## config.mk

```make
export PLATFORM = sky130hd
export DESIGN_NAME = ips_init2_seq
export DESIGN_NICKNAME = d
export VERILOG_FILES = /design/src/rtl/ips_pkg.sv /design/src/rtl/ips_word_if.sv /design/src/rtl/ips_buf2.sv /design/src/rtl/ips_init2_seq.sv /design/src/rtl/ips_tick.sv
export SDC_FILE = /design/constraint.sdc
export NUM_CORES = 1
export LEC_CHECK = 0
export BUFFER_PORTS_ARGS = -buffer_cell sky130_fd_sc_hd__buf_2
export CORE_UTILIZATION = 59
export CTS_BUF_LIST = sky130_fd_sc_hd__clkbuf_4
export CTS_CLUSTER_DIAMETER = 120
export DETAILED_ROUTE_END_ITERATION = 10
export PLACE_DENSITY = 0.82
export SETUP_SLACK_MARGIN = 0.15
export SLEW_MARGIN = 25
export SYNTH_ARGS = -nofsm -noshare
export SYNTH_HDL_FRONTEND = slang
export SYNTH_SLANG_ARGS = --single-unit
export TNS_END_PERCENT = 10
```

## constraint.sdc

```tcl
create_clock -name I_CLK_SYS -period 3.23 [get_ports I_CLK_SYS]
set_input_delay 0.4845 -clock I_CLK_SYS [delete_from_list [all_inputs] [get_ports I_CLK_SYS]]
set_output_delay 0.4845 -clock I_CLK_SYS [all_outputs]
set_load 0.05 [all_outputs]
```

## src/rtl/ips_pkg.sv

```systemverilog
// constants shared by the phase 2 sequencer and its helpers
// assumes a 20 MHz system clock and 8-bit register writes
package ips_pkg;
    // clock and transmit slot timing
    localparam int CLK_KHZ = 20000;
    localparam int SLOT_US = 228;
    localparam int SLOT_CYCLES = (SLOT_US * CLK_KHZ) / 1000;
    // sequence shape
    localparam int NIBBLE_COUNT = 32;
    localparam logic [4:0] IDX_LAST = 5'h1F;
    localparam logic [3:0] REP_ASYNC = 4'h8;
    localparam logic [3:0] REP_SYNC = 4'h4;
    // nibble positions, zero based (D1 sits at 0)
    localparam logic [4:0] IDX_PROTO = 5'h00;
    localparam logic [4:0] IDX_BLK_HI = 5'h01;
    localparam logic [4:0] IDX_BLK_LO = 5'h02;
    localparam logic [4:0] IDX_MAKER_HI = 5'h03;
    localparam logic [4:0] IDX_MAKER_LO = 5'h04;
    localparam logic [4:0] IDX_TYPE_HI = 5'h05;
    localparam logic [4:0] IDX_TYPE_LO = 5'h06;
    localparam logic [4:0] IDX_AXIS = 5'h07;
    localparam logic [4:0] IDX_RANGE = 5'h08;
    localparam logic [4:0] IDX_CFG2_HI = 5'h09;
    localparam logic [4:0] IDX_CFG2_LO = 5'h0A;
    localparam logic [4:0] IDX_PREV_HI = 5'h0B;
    localparam logic [4:0] IDX_PREV_LO = 5'h0C;
    localparam logic [4:0] IDX_CFG6 = 5'h0D;
    localparam logic [4:0] IDX_DATE0 = 5'h0E;
    localparam logic [4:0] IDX_DATE1 = 5'h0F;
    localparam logic [4:0] IDX_DATE2 = 5'h10;
    localparam logic [4:0] IDX_DATE3 = 5'h11;
    localparam logic [4:0] IDX_SN_FIRST = 5'h12;
    localparam logic [4:0] IDX_SN_LAST = 5'h19;
    localparam logic [4:0] IDX_OFF_LO = 5'h1A;
    localparam logic [4:0] IDX_OFF_MID = 5'h1B;
    localparam logic [4:0] IDX_OFF_ST = 5'h1C;
    localparam logic [4:0] IDX_ST_MID = 5'h1D;
    localparam logic [4:0] IDX_ST_HI = 5'h1E;
    localparam logic [4:0] IDX_CFG1 = 5'h1F;
    // fixed nibble values
    localparam logic [3:0] NIB_ZERO = 4'h0;
    localparam logic [3:0] NIB_PROTO = 4'h4;
    localparam logic [3:0] NIB_BLK_HI = 4'h2;
    localparam logic [3:0] NIB_BLK_LO = 4'h0;
    localparam logic [3:0] NIB_TYPE_HI = 4'h0;
    localparam logic [3:0] NIB_TYPE_LO = 4'h1;
    localparam logic [3:0] NIB_AXIS_0 = 4'h0;
    localparam logic [3:0] NIB_AXIS_1 = 4'h4;
    localparam logic [3:0] NIB_AXIS_2 = 4'h8;
    localparam logic [3:0] NIB_AXIS_3 = 4'hC;
    localparam logic [3:0] NIB_RANGE_60 = 4'h7;
    localparam logic [3:0] NIB_RANGE_120 = 4'h8;
    localparam logic [3:0] NIB_RANGE_240 = 4'h9;
    localparam logic [3:0] NIB_RANGE_480 = 4'hA;
    // register port
    localparam int ADDR_W = 6;
    localparam logic [5:0] REG_CTRL = 6'h00;
    localparam logic [5:0] REG_STATUS = 6'h04;
    localparam logic [5:0] REG_MAKER = 6'h08;
    localparam logic [5:0] REG_AXIS = 6'h0C;
    localparam logic [5:0] REG_CFG_ONE = 6'h10;
    localparam logic [5:0] REG_CFG_TWO = 6'h14;
    localparam logic [5:0] REG_CFG_SIX = 6'h18;
    localparam logic [5:0] REG_CFG_SEVEN = 6'h1C;
    localparam logic [5:0] REG_CFG_EIGHT = 6'h20;
    localparam int CTRL_START_BIT = 0;
    localparam int CTRL_SYNC_BIT = 1;
    localparam int CTRL_EXT_BIT = 2;
    localparam logic [7:0] CFG_ONE_RST = 8'h20;
    localparam logic [7:0] REG_RST = 8'h00;
    // outgoing word: {is_id, page, nibble}
    localparam int WORD_W = 6;
    typedef enum logic [1:0] {ST_IDLE, ST_WAIT, ST_PUSH, ST_DONE} ips_state_e;
endpackage

```

## src/rtl/ips_word_if.sv

```systemverilog
// handshake carrier between the sequencer and its output buffer
// assumes both ends sit on the system clock
`timescale 1ns/1ps
interface ips_word_if #(parameter int W = 6);
    logic valid;
    logic ready;
    logic [W-1:0] data;
    modport src (output valid, output data, input ready);
    modport snk (input valid, input data, output ready);
endinterface
```

## src/rtl/ips_buf2.sv

```systemverilog
// two-entry buffer: a stalled receiver never loses a word
// assumes source and sink on the same clock
`timescale 1ns/1ps
module ips_buf2 #(
    parameter int W = 6
) (
    // clock and reset
    input wire logic i_clk,
    input wire logic i_rst_n,
    // filling side
    ips_word_if.snk in_if,
    // draining side
    output logic o_valid,
    output logic [W-1:0] o_data,
    input wire logic i_ready
);
    logic [W-1:0] slot [2];
    logic wr_ptr;
    logic rd_ptr;
    logic [1:0] count;
    wire push = in_if.valid && in_if.ready;
    wire pop = o_valid && i_ready;

    assign in_if.ready = (count != 2'h2);
    assign o_valid = (count != 2'h0);
    assign o_data = slot[rd_ptr];

    always_ff @(posedge i_clk)
    begin
        if (!i_rst_n)
        begin
            wr_ptr <= 1'b0;
            rd_ptr <= 1'b0;
            count <= 2'h0;
            slot[0] <= '0;
            slot[1] <= '0;
        end
        else
        begin
            if (push)
                slot[wr_ptr] <= in_if.data;
            wr_ptr <= wr_ptr ^ push;
            rd_ptr <= rd_ptr ^ pop;
            count <= count + {1'b0, push} - {1'b0, pop};
        end
    end
endmodule

```

## src/rtl/ips_init2_seq.sv

```systemverilog
// phase 2 configuration sequencer, 10-bit mode: sends 32 tagged nibbles
// assumes a 20 MHz clock, a sync pin from the link and same-clock self-test inputs
//
// The address-and-strobe port and the placing of the registers were chosen for this implementation.
`timescale 1ns/1ps
module ips_init2_seq
    import ips_pkg::*;
#(
    parameter int SLOT_PERIOD = ips_pkg::SLOT_CYCLES,
    parameter logic [7:0] PROD_REV = 8'h00 // arbitrary factory value
) (
    // clock and reset
    input wire logic I_CLK_SYS,
    input wire logic I_RST_N,
    // register port
    input wire logic [ips_pkg::ADDR_W-1:0] I_ADDR,
    input wire logic [7:0] I_WDATA,
    input wire logic I_WR,
    input wire logic I_RD,
    output logic [7:0] O_RDATA,
    // start of phase 2 and link sync pin
    input wire logic I_START,
    input wire logic I_SYNC_PIN,
    // factory serial number
    input wire logic [7:0] I_SERIAL_BYTE_ZERO,
    input wire logic [7:0] I_SERIAL_BYTE_ONE,
    input wire logic [7:0] I_SERIAL_BYTE_TWO,
    input wire logic [7:0] I_SERIAL_BYTE_THREE,
    // self-test results
    input wire logic [9:0] I_RAW_OFFSET,
    input wire logic I_OFFSET_DONE,
    input wire logic [9:0] I_AVERAGED_SELFTEST_VALUE,
    input wire logic I_SELFTEST_DONE,
    // outgoing words
    output logic O_WORD_VALID,
    output logic O_WORD_IS_ID,
    output logic O_WORD_PAGE,
    output logic [3:0] O_WORD_NIBBLE,
    input wire logic I_WORD_READY,
    // sequence state
    output logic O_BUSY,
    output logic O_DONE
);
    import ips_pkg::*;

    // registers
    logic sync_mode;
    logic extended_init_data_enable;
    logic [7:0] maker_code_field;
    logic [1:0] dir_sel;
    logic [1:0] range_sel;
    logic [7:0] device_config_reg_one;
    logic [7:0] device_config_reg_two;
    logic [7:0] device_config_reg_six;
    logic [7:0] device_config_reg_seven;
    logic [7:0] device_config_reg_eight;
    logic [7:0] rdata;

    // sequencer state
    ips_state_e state;
    ips_state_e next_state;
    logic [4:0] idx;
    logic [3:0] rep;
    logic [3:0] rep_last;
    logic half;

    // sync pin synchroniser
    logic sync_meta;
    logic sync_q;
    logic sync_prev;

    // address decode
    wire sel_ctrl = (I_ADDR == REG_CTRL);
    wire sel_status = (I_ADDR == REG_STATUS);
    wire sel_maker = (I_ADDR == REG_MAKER);
    wire sel_axis = (I_ADDR == REG_AXIS);
    wire sel_one = (I_ADDR == REG_CFG_ONE);
    wire sel_two = (I_ADDR == REG_CFG_TWO);
    wire sel_six = (I_ADDR == REG_CFG_SIX);
    wire sel_seven = (I_ADDR == REG_CFG_SEVEN);
    wire sel_eight = (I_ADDR == REG_CFG_EIGHT);

    wire sw_start = I_WR && sel_ctrl && I_WDATA[CTRL_START_BIT];
    wire start_req = I_START || sw_start;

    always_ff @(posedge I_CLK_SYS)
    begin
        if (!I_RST_N)
        begin
            sync_mode <= 1'b0;
            extended_init_data_enable <= 1'b0;
            maker_code_field <= REG_RST;
            dir_sel <= 2'h0;
            range_sel <= 2'h0;
            device_config_reg_one <= CFG_ONE_RST;
            device_config_reg_two <= REG_RST;
            device_config_reg_six <= REG_RST;
            device_config_reg_seven <= REG_RST;
            device_config_reg_eight <= REG_RST;
        end
        else if (I_WR)
        begin
            if (sel_ctrl)
            begin
                sync_mode <= I_WDATA[CTRL_SYNC_BIT];
                extended_init_data_enable <= I_WDATA[CTRL_EXT_BIT];
            end
            if (sel_maker)
                maker_code_field <= I_WDATA;
            if (sel_axis)
            begin
                dir_sel <= I_WDATA[1:0];
                range_sel <= I_WDATA[3:2];
            end
            if (sel_one)
                device_config_reg_one <= I_WDATA;
            if (sel_two)
                device_config_reg_two <= I_WDATA;
            if (sel_six)
                device_config_reg_six <= I_WDATA;
            if (sel_seven)
                device_config_reg_seven <= I_WDATA;
            if (sel_eight)
                device_config_reg_eight <= I_WDATA;
        end
    end

    // read mux; unmapped offsets read zero
    wire [7:0] ctrl_view = {5'h00, extended_init_data_enable, sync_mode, 1'b0};
    wire [7:0] status_view = {O_DONE, O_BUSY, 1'b0, idx};
    wire [7:0] rd_mux =
        sel_ctrl ? ctrl_view :
        sel_status ? status_view :
        sel_maker ? maker_code_field :
        sel_axis ? {4'h0, range_sel, dir_sel} :
        sel_one ? device_config_reg_one :
        sel_two ? device_config_reg_two :
        sel_six ? device_config_reg_six :
        sel_seven ? device_config_reg_seven :
        sel_eight ? device_config_reg_eight : 8'h00;

    always_ff @(posedge I_CLK_SYS)
    begin
        if (!I_RST_N || !I_RD)
            rdata <= 8'h00;
        else
            rdata <= rd_mux;
    end
    assign O_RDATA = rdata;

    // sync pin: the second flop and its delayed copy in the third feed the edge detector
    always_ff @(posedge I_CLK_SYS)
    begin
        if (!I_RST_N)
        begin
            sync_meta <= 1'b0;
            sync_q <= 1'b0;
            sync_prev <= 1'b0;
        end
        else
        begin
            sync_meta <= I_SYNC_PIN;
            sync_q <= sync_meta;
            sync_prev <= sync_q;
        end
    end
    wire sync_edge = sync_q && !sync_prev;

    // internal slot enable, restarted at each start
    logic slot_tick;
    ips_tick #(.PERIOD(SLOT_PERIOD)) u_tick (
        .i_clk(I_CLK_SYS),
        .i_rst_n(I_RST_N),
        .i_clear(start_req),
        .o_tick(slot_tick)
    );
    wire slot = sync_mode ? sync_edge : slot_tick;

    // julian date fields
    wire [6:0] julian_year = device_config_reg_seven[6:0];
    wire [3:0] julian_month = {device_config_reg_seven[7], device_config_reg_eight[7:5]};
    wire [4:0] julian_day = device_config_reg_eight[4:0];

    wire off_ok = extended_init_data_enable && I_OFFSET_DONE;
    wire st_ok = extended_init_data_enable && I_SELFTEST_DONE;
    wire [9:0] off_v = off_ok ? I_RAW_OFFSET : 10'h000;
    wire [9:0] st_v = st_ok ? I_AVERAGED_SELFTEST_VALUE : 10'h000;

    // serial nibble select, high nibble first
    wire [4:0] sn_pos = idx - IDX_SN_FIRST;
    wire [7:0] sn_byte =
        (sn_pos[2:1] == 2'h0) ? I_SERIAL_BYTE_ZERO :
        (sn_pos[2:1] == 2'h1) ? I_SERIAL_BYTE_ONE :
        (sn_pos[2:1] == 2'h2) ? I_SERIAL_BYTE_TWO : I_SERIAL_BYTE_THREE;
    wire [3:0] sn_nib = sn_pos[0] ? sn_byte[3:0] : sn_byte[7:4];

    wire [3:0] axis_nib =
        (dir_sel == 2'h0) ? NIB_AXIS_0 :
        (dir_sel == 2'h1) ? NIB_AXIS_1 :
        (dir_sel == 2'h2) ? NIB_AXIS_2 : NIB_AXIS_3;
    wire [3:0] range_nib =
        (range_sel == 2'h0) ? NIB_RANGE_60 :
        (range_sel == 2'h1) ? NIB_RANGE_120 :
        (range_sel == 2'h2) ? NIB_RANGE_240 : NIB_RANGE_480;

    function automatic logic [3:0] pick(input logic [4:0] i);
        logic [3:0] n;
        n = NIB_ZERO;
        case (i)
            IDX_PROTO: n = NIB_PROTO;
            IDX_BLK_HI: n = NIB_BLK_HI;
            IDX_BLK_LO: n = NIB_BLK_LO;
            IDX_MAKER_HI: n = maker_code_field[7:4];
            IDX_MAKER_LO: n = maker_code_field[3:0];
            IDX_TYPE_HI: n = NIB_TYPE_HI;
            IDX_TYPE_LO: n = NIB_TYPE_LO;
            IDX_AXIS: n = axis_nib;
            IDX_RANGE: n = range_nib;
            IDX_CFG2_HI: n = device_config_reg_two[7:4];
            IDX_CFG2_LO: n = device_config_reg_two[3:0];
            IDX_PREV_HI: n = PROD_REV[7:4];
            IDX_PREV_LO: n = PROD_REV[3:0];
            IDX_CFG6: n = device_config_reg_six[3:0];
            IDX_DATE0: n = julian_year[6:3];
            IDX_DATE1: n = {julian_year[2:0], julian_month[3]};
            IDX_DATE2: n = {julian_month[2:0], julian_day[1]};
            IDX_DATE3: n = julian_day[3:0];
            IDX_OFF_LO: n = off_v[3:0];
            IDX_OFF_MID: n = off_v[7:4];
            IDX_OFF_ST: n = {st_v[1:0], off_v[9:8]};
            IDX_ST_MID: n = st_v[5:2];
            IDX_ST_HI: n = st_v[9:6];
            IDX_CFG1: n = extended_init_data_enable ? device_config_reg_one[7:4] : NIB_ZERO;
            default:
            begin
                if (i >= IDX_SN_FIRST && i <= IDX_SN_LAST)
                    n = sn_nib;
            end
        endcase
        return n;
    endfunction

    wire [3:0] data_nib = pick(idx);
    // page moves after the sixteenth nibble
    wire page = idx[4];

    // buffer toward the link transmitter
    ips_word_if #(.W(WORD_W)) word_if ();
    wire push_ok = word_if.valid && word_if.ready;
    assign word_if.valid = (state == ST_PUSH);
    assign word_if.data = {~half, page, half ? data_nib : idx[3:0]};

    logic [WORD_W-1:0] out_word;
    ips_buf2 #(.W(WORD_W)) u_buf (
        .i_clk(I_CLK_SYS),
        .i_rst_n(I_RST_N),
        .in_if(word_if),
        .o_valid(O_WORD_VALID),
        .o_data(out_word),
        .i_ready(I_WORD_READY)
    );
    assign O_WORD_IS_ID = out_word[5];
    assign O_WORD_PAGE = out_word[4];
    assign O_WORD_NIBBLE = out_word[3:0];

    wire last_rep = (rep == rep_last);
    wire last_word = half && last_rep && (idx == IDX_LAST);

    always_comb
    begin
        next_state = state;
        case (state)
            ST_IDLE:
                if (start_req)
                    next_state = ST_WAIT;
            ST_WAIT:
                if (slot)
                    next_state = ST_PUSH;
            ST_PUSH:
                if (push_ok)
                    next_state = last_word ? ST_DONE : ST_WAIT;
            ST_DONE:
                if (start_req)
                    next_state = ST_WAIT;
            default:
                next_state = ST_IDLE;
        endcase
    end

    always_ff @(posedge I_CLK_SYS)
    begin
        if (!I_RST_N)
        begin
            state <= ST_IDLE;
            idx <= 5'h00;
            rep <= 4'h0;
            rep_last <= REP_ASYNC - 4'h1;
            half <= 1'b0;
        end
        else
        begin
            state <= next_state;
            if (start_req && (state == ST_IDLE || state == ST_DONE))
            begin
                idx <= 5'h00;
                rep <= 4'h0;
                half <= 1'b0;
                rep_last <= (sync_mode ? REP_SYNC : REP_ASYNC) - 4'h1;
            end
            else if (push_ok)
            begin
                half <= ~half;
                if (half)
                begin
                    rep <= last_rep ? 4'h0 : rep + 4'h1;
                    if (last_rep && idx != IDX_LAST)
                        idx <= idx + 5'h01;
                end
            end
        end
    end

    assign O_BUSY = (state == ST_WAIT) || (state == ST_PUSH);
    assign O_DONE = (state == ST_DONE);
endmodule

```

## src/rtl/ips_tick.sv

```systemverilog
// free running divider giving a one-cycle slot enable
// assumes i_clear is a same-clock level or pulse
`timescale 1ns/1ps
module ips_tick #(
    parameter int PERIOD = 4560
) (
    // clock and reset
    input wire logic i_clk,
    input wire logic i_rst_n,
    // control and enable
    input wire logic i_clear,
    output logic o_tick
);
    localparam int CW = $clog2(PERIOD);
    localparam logic [CW-1:0] LAST = CW'(PERIOD - 1);
    logic [CW-1:0] count;
    wire at_end = (count == LAST);

    always_ff @(posedge i_clk)
    begin
        if (!i_rst_n || i_clear || at_end)
            count <= '0;
        else
            count <= count + 1'b1;
    end

    assign o_tick = at_end && !i_clear;
endmodule

```

==> results by group <==
Place
  – Post-DP HPWL: ~14 mm
  – Cell Area, Placed: around 6700 um^2
  – RePlAce Congestion: between 0.9 and 1
  – IO Port Bufs: a little over 90

Clock tree
  – CTS Sinks: around 110
  – TritonCTS Buffers: 9
  – # Post-CTS Setup Buffers: 0
  – Clock Latency Late Sink: approximately 0.50 ns
  – Cts repair resizes: 0
  – Deepest clock path buffer count: 2
  – CTS clock-pin slew for the worst setup and hold paths: roughly 0.16 ns
  – CTS tree: built
  – H-tree depth: 3
  – Hold Buf Count CTS: 0
  – Root cell of the clock tree: clkbuf_4

Critical path
  – CP endpoint kind: flop
  – CP startpoint: idx[0]$_SDFFE_PP0P_
  – Max stage delay cell, worst path: nor4_1
  – R2R Path Start: idx[0]$_SDFFE_PP0P_
  – CP startpoint kind: flop
  – Critical path cell sequence: ha_1, inv_1, nor2_1, ha_1, and3_1, a211oi_1, nand4_1, nor4_1, a21oi_1
  – Most used cell, CP: ha_1
  – Arr. time, crit path: 2.84 ns
  – Crit path kind: reg2reg
  – Crit-path max FO: 9
  – Critical path required time: 3.47 ns
  – Largest stage delay on the critical path: 0.50 ns

Synth
  – Top cell type's share of synthesized area: 31.4%
  – FFs w/ async S/R, synth: 0%
  – Cell variety after synth: 69
  – Mean Syn Cell Area: 8.36 um^2
  – Mapped Area: approximately 6100 um^2
  – Area leader, netlist: dfxtp_1
  – Seq/Total Area, Yosys: 37.3%
  – Largest cells by area after synthesis: dfxtp_1 31%, edfxtp_1 5.9%, nand2_1 5.0%, mux2i_1 4.9%, nor2_1 4.8%
  – Yosys warning total: 0
  – Synth Instances: around 730
  – Number of synthesized flops with an enable pin: 12
  – Synth Register Bits: ~110
  – Syn nets: approximately 820
  – Ys flop type: dfxtp_1

Drt
  – Vias per Instance: about 6.2
  – WL/cell: a little under 20 um
  – Detailed-route DRC error count: 0
  – Initial DRC Count: around 630
  – Via count: approximately 6k
  – DRT Pass-1 Iters: 6
  – Antenna-violating nets left: 0
  – Routed WL: ~18 mm

Flow run
  – Max Cap Viol: 0

Floorplanning
  – Height of the die: a little over 100 um
  – Die X: between 100 and 150 um
  – Die area: 10800 um^2
  – # IOs: 92
  – Rows: 36
  – Core area: about 10000 um^2
  – Starting Density: between 60% and 70%

GRT
  – GR Overflow Total: 0
  – Tot GR Track Use: 33.9%
  – Vias in the first global route: roughly 5.5k
  – Global-route wire length before repair: approximately 29 mm
  – Initial antenna violation count: 2
  – Pin count of the biggest net entering global routing: 34

Finish
  – Most frequent cells in the layout: 96 x dfxtp_1, 91 x buf_2, 82 x nand2_1
  – Register Area: about 2300 um^2
  – Antenna diodes: 0
  – Fillers: approximately 850
  – Nets: just under 900
  – Area grow syn2layout: 10.5%
  – Share of layout cells above drive strength 1: 19.1%
  – Commonest non-fill, non-tap cell in the layout: dfxtp_1
  – Final core utilization: between 60% and 70%
  – Final instance area: between 6000 and 7000 um^2
  – Area of the multi-input gates: 3540 um^2

Timing
  – Setup Skew: around 0.019 ns
  – Relative slew slack: 40.8%
  – Fin. max-slew vios: 0
  – Fin. Hold Viols: 0
  – Final min period: between 2 and 3 ns
  – Final setup vio count: 0
  – Unrepaired setup endpoints after global routing: no
  – Worst hold margin: between 0.15 and 0.2 ns
  – Final setup TNS: 0 ns
  – Slew @ Worst Pin: 0.879 ns
  – Tcrit/Tclk final: 80.5%
  – F_max: roughly 380 MHz

Worst hold path
  – Hold_sp: I_SYNC_PIN
  – Tightest Hold Check Type: in2reg

Power
  – Power, Total: 2910 uW
  – Power Dens Cells: ~430 nW/um^2
  – Worst vdd ir: just under 0.0004 V
  – P_leak: ~0.0027 uW

Run status
  – Status: complete, no violations
-- Yosys cell counts, types with 9 or more instances --
library cell	n
clkbuf_1	30
inv_1	19
nor2b_1	9
mux2_2	11
mux2i_1	30
a21oi_1	54
and3_1	13
ha_1	16
buf_2	12
xnor2_1	15
nor2_1	78
a22oi_1	12
nand2_1	82
edfxtp_1	12
o21ai_0	41
nand3_1	55
o2bb2ai_1	11
dfxtp_1	96
-- flip-flops by register name, summed over array words and instances (netlist names), 4 cells and up, named ones only --
register and cells:
device_config_reg_eight 8, device_config_reg_two 8, u_tick.count 13, idx 5, maker_code_field 8, device_config_reg_seven 8, device_config_reg_one 8, device_config_reg_six 8
O_RDATA 8, u_buf.slot 12, rep 4
-- final timing paths --
kind                            depth (start not counted)  slack [ns]                             end
worst max-delay path                                    9        0.63  u_buf.slot[0][1]$_SDFFCE_PN0P_
worst max register to register                          9        0.63  u_buf.slot[0][1]$_SDFFCE_PN0P_
worst min-delay path                                    2        0.19            sync_meta$_SDFF_PN0_
worst min register to register                          1        0.46      u_tick.count[0]$_SDFF_PP0_
-- layout make-up --
class | count | share of cell area (%)
Clock buffer | 10 | 1.11
Clock inverter | 5 | 0.573
Inverter | 21 | 1.16
Multi-Input combinational cell | 555 | 52.3
Sequential cell | 108 | 33.7
Tap cell | 133 | 2.46
Timing Repair Buffer | 109 | 8.72
-- critical path: cells and delay by family, from the launching register on --
| kind | cells | cell delay [ns] |
|---|---|---|
| AOI/OAI and AO/OA | 2 | 0.37 |
| adders and majority gates | 2 | 0.61 |
| buffers and inverters | 1 | 0.12 |
| DFF | 1 | 0.34 |
| and+or+nand+nor | 4 | 0.91 |
-- per-stage QoR --
stage	instances	setup WS (ns)
4_1_cts	941	0.600
3_3_place_gp	926	0.689
3_5_place_dp	926	0.618
5_1_grt	941	0.395
6_report	941	0.629
2_1_floorplan	733	0.861
-- cell families (layout without fill, tap and decap cells) --
group | after synthesis | in the layout | share of synthesized area [%]
adders and majority gates | 16 | 16 | 3.27
buffers and inverters | 70 | 145 | 4.96
and+or+nand+nor | 301 | 301 | 24.2
DFF | 108 | 108 | 37.3
xor gates and xnor gates | 23 | 23 | 3.29
AOI/OAI and AO/OA | 167 | 167 | 17.5
muxes | 48 | 48 | 9.50
-- where the power goes --
part	total, uW	internal (uW)	leakage [uW]	switching, uW
clock	622	167	0.0000628	455
combinational	801	278	0.00175	523
sequential	1490	1430	0.000901	58.4
-- routing by layer --
metal,GRT usage [%],vias to the layer above,part of all wire [%],wire length [um]
li1,-,2766,-,-
met1,45.5,2721,41,7410
met2,52.1,340,45,8240
met3,9.27,52,11,2020
met4,12.8,2,2.8,509
met5,0,-,0.071,13
Power figures use the tool's default switching activity.
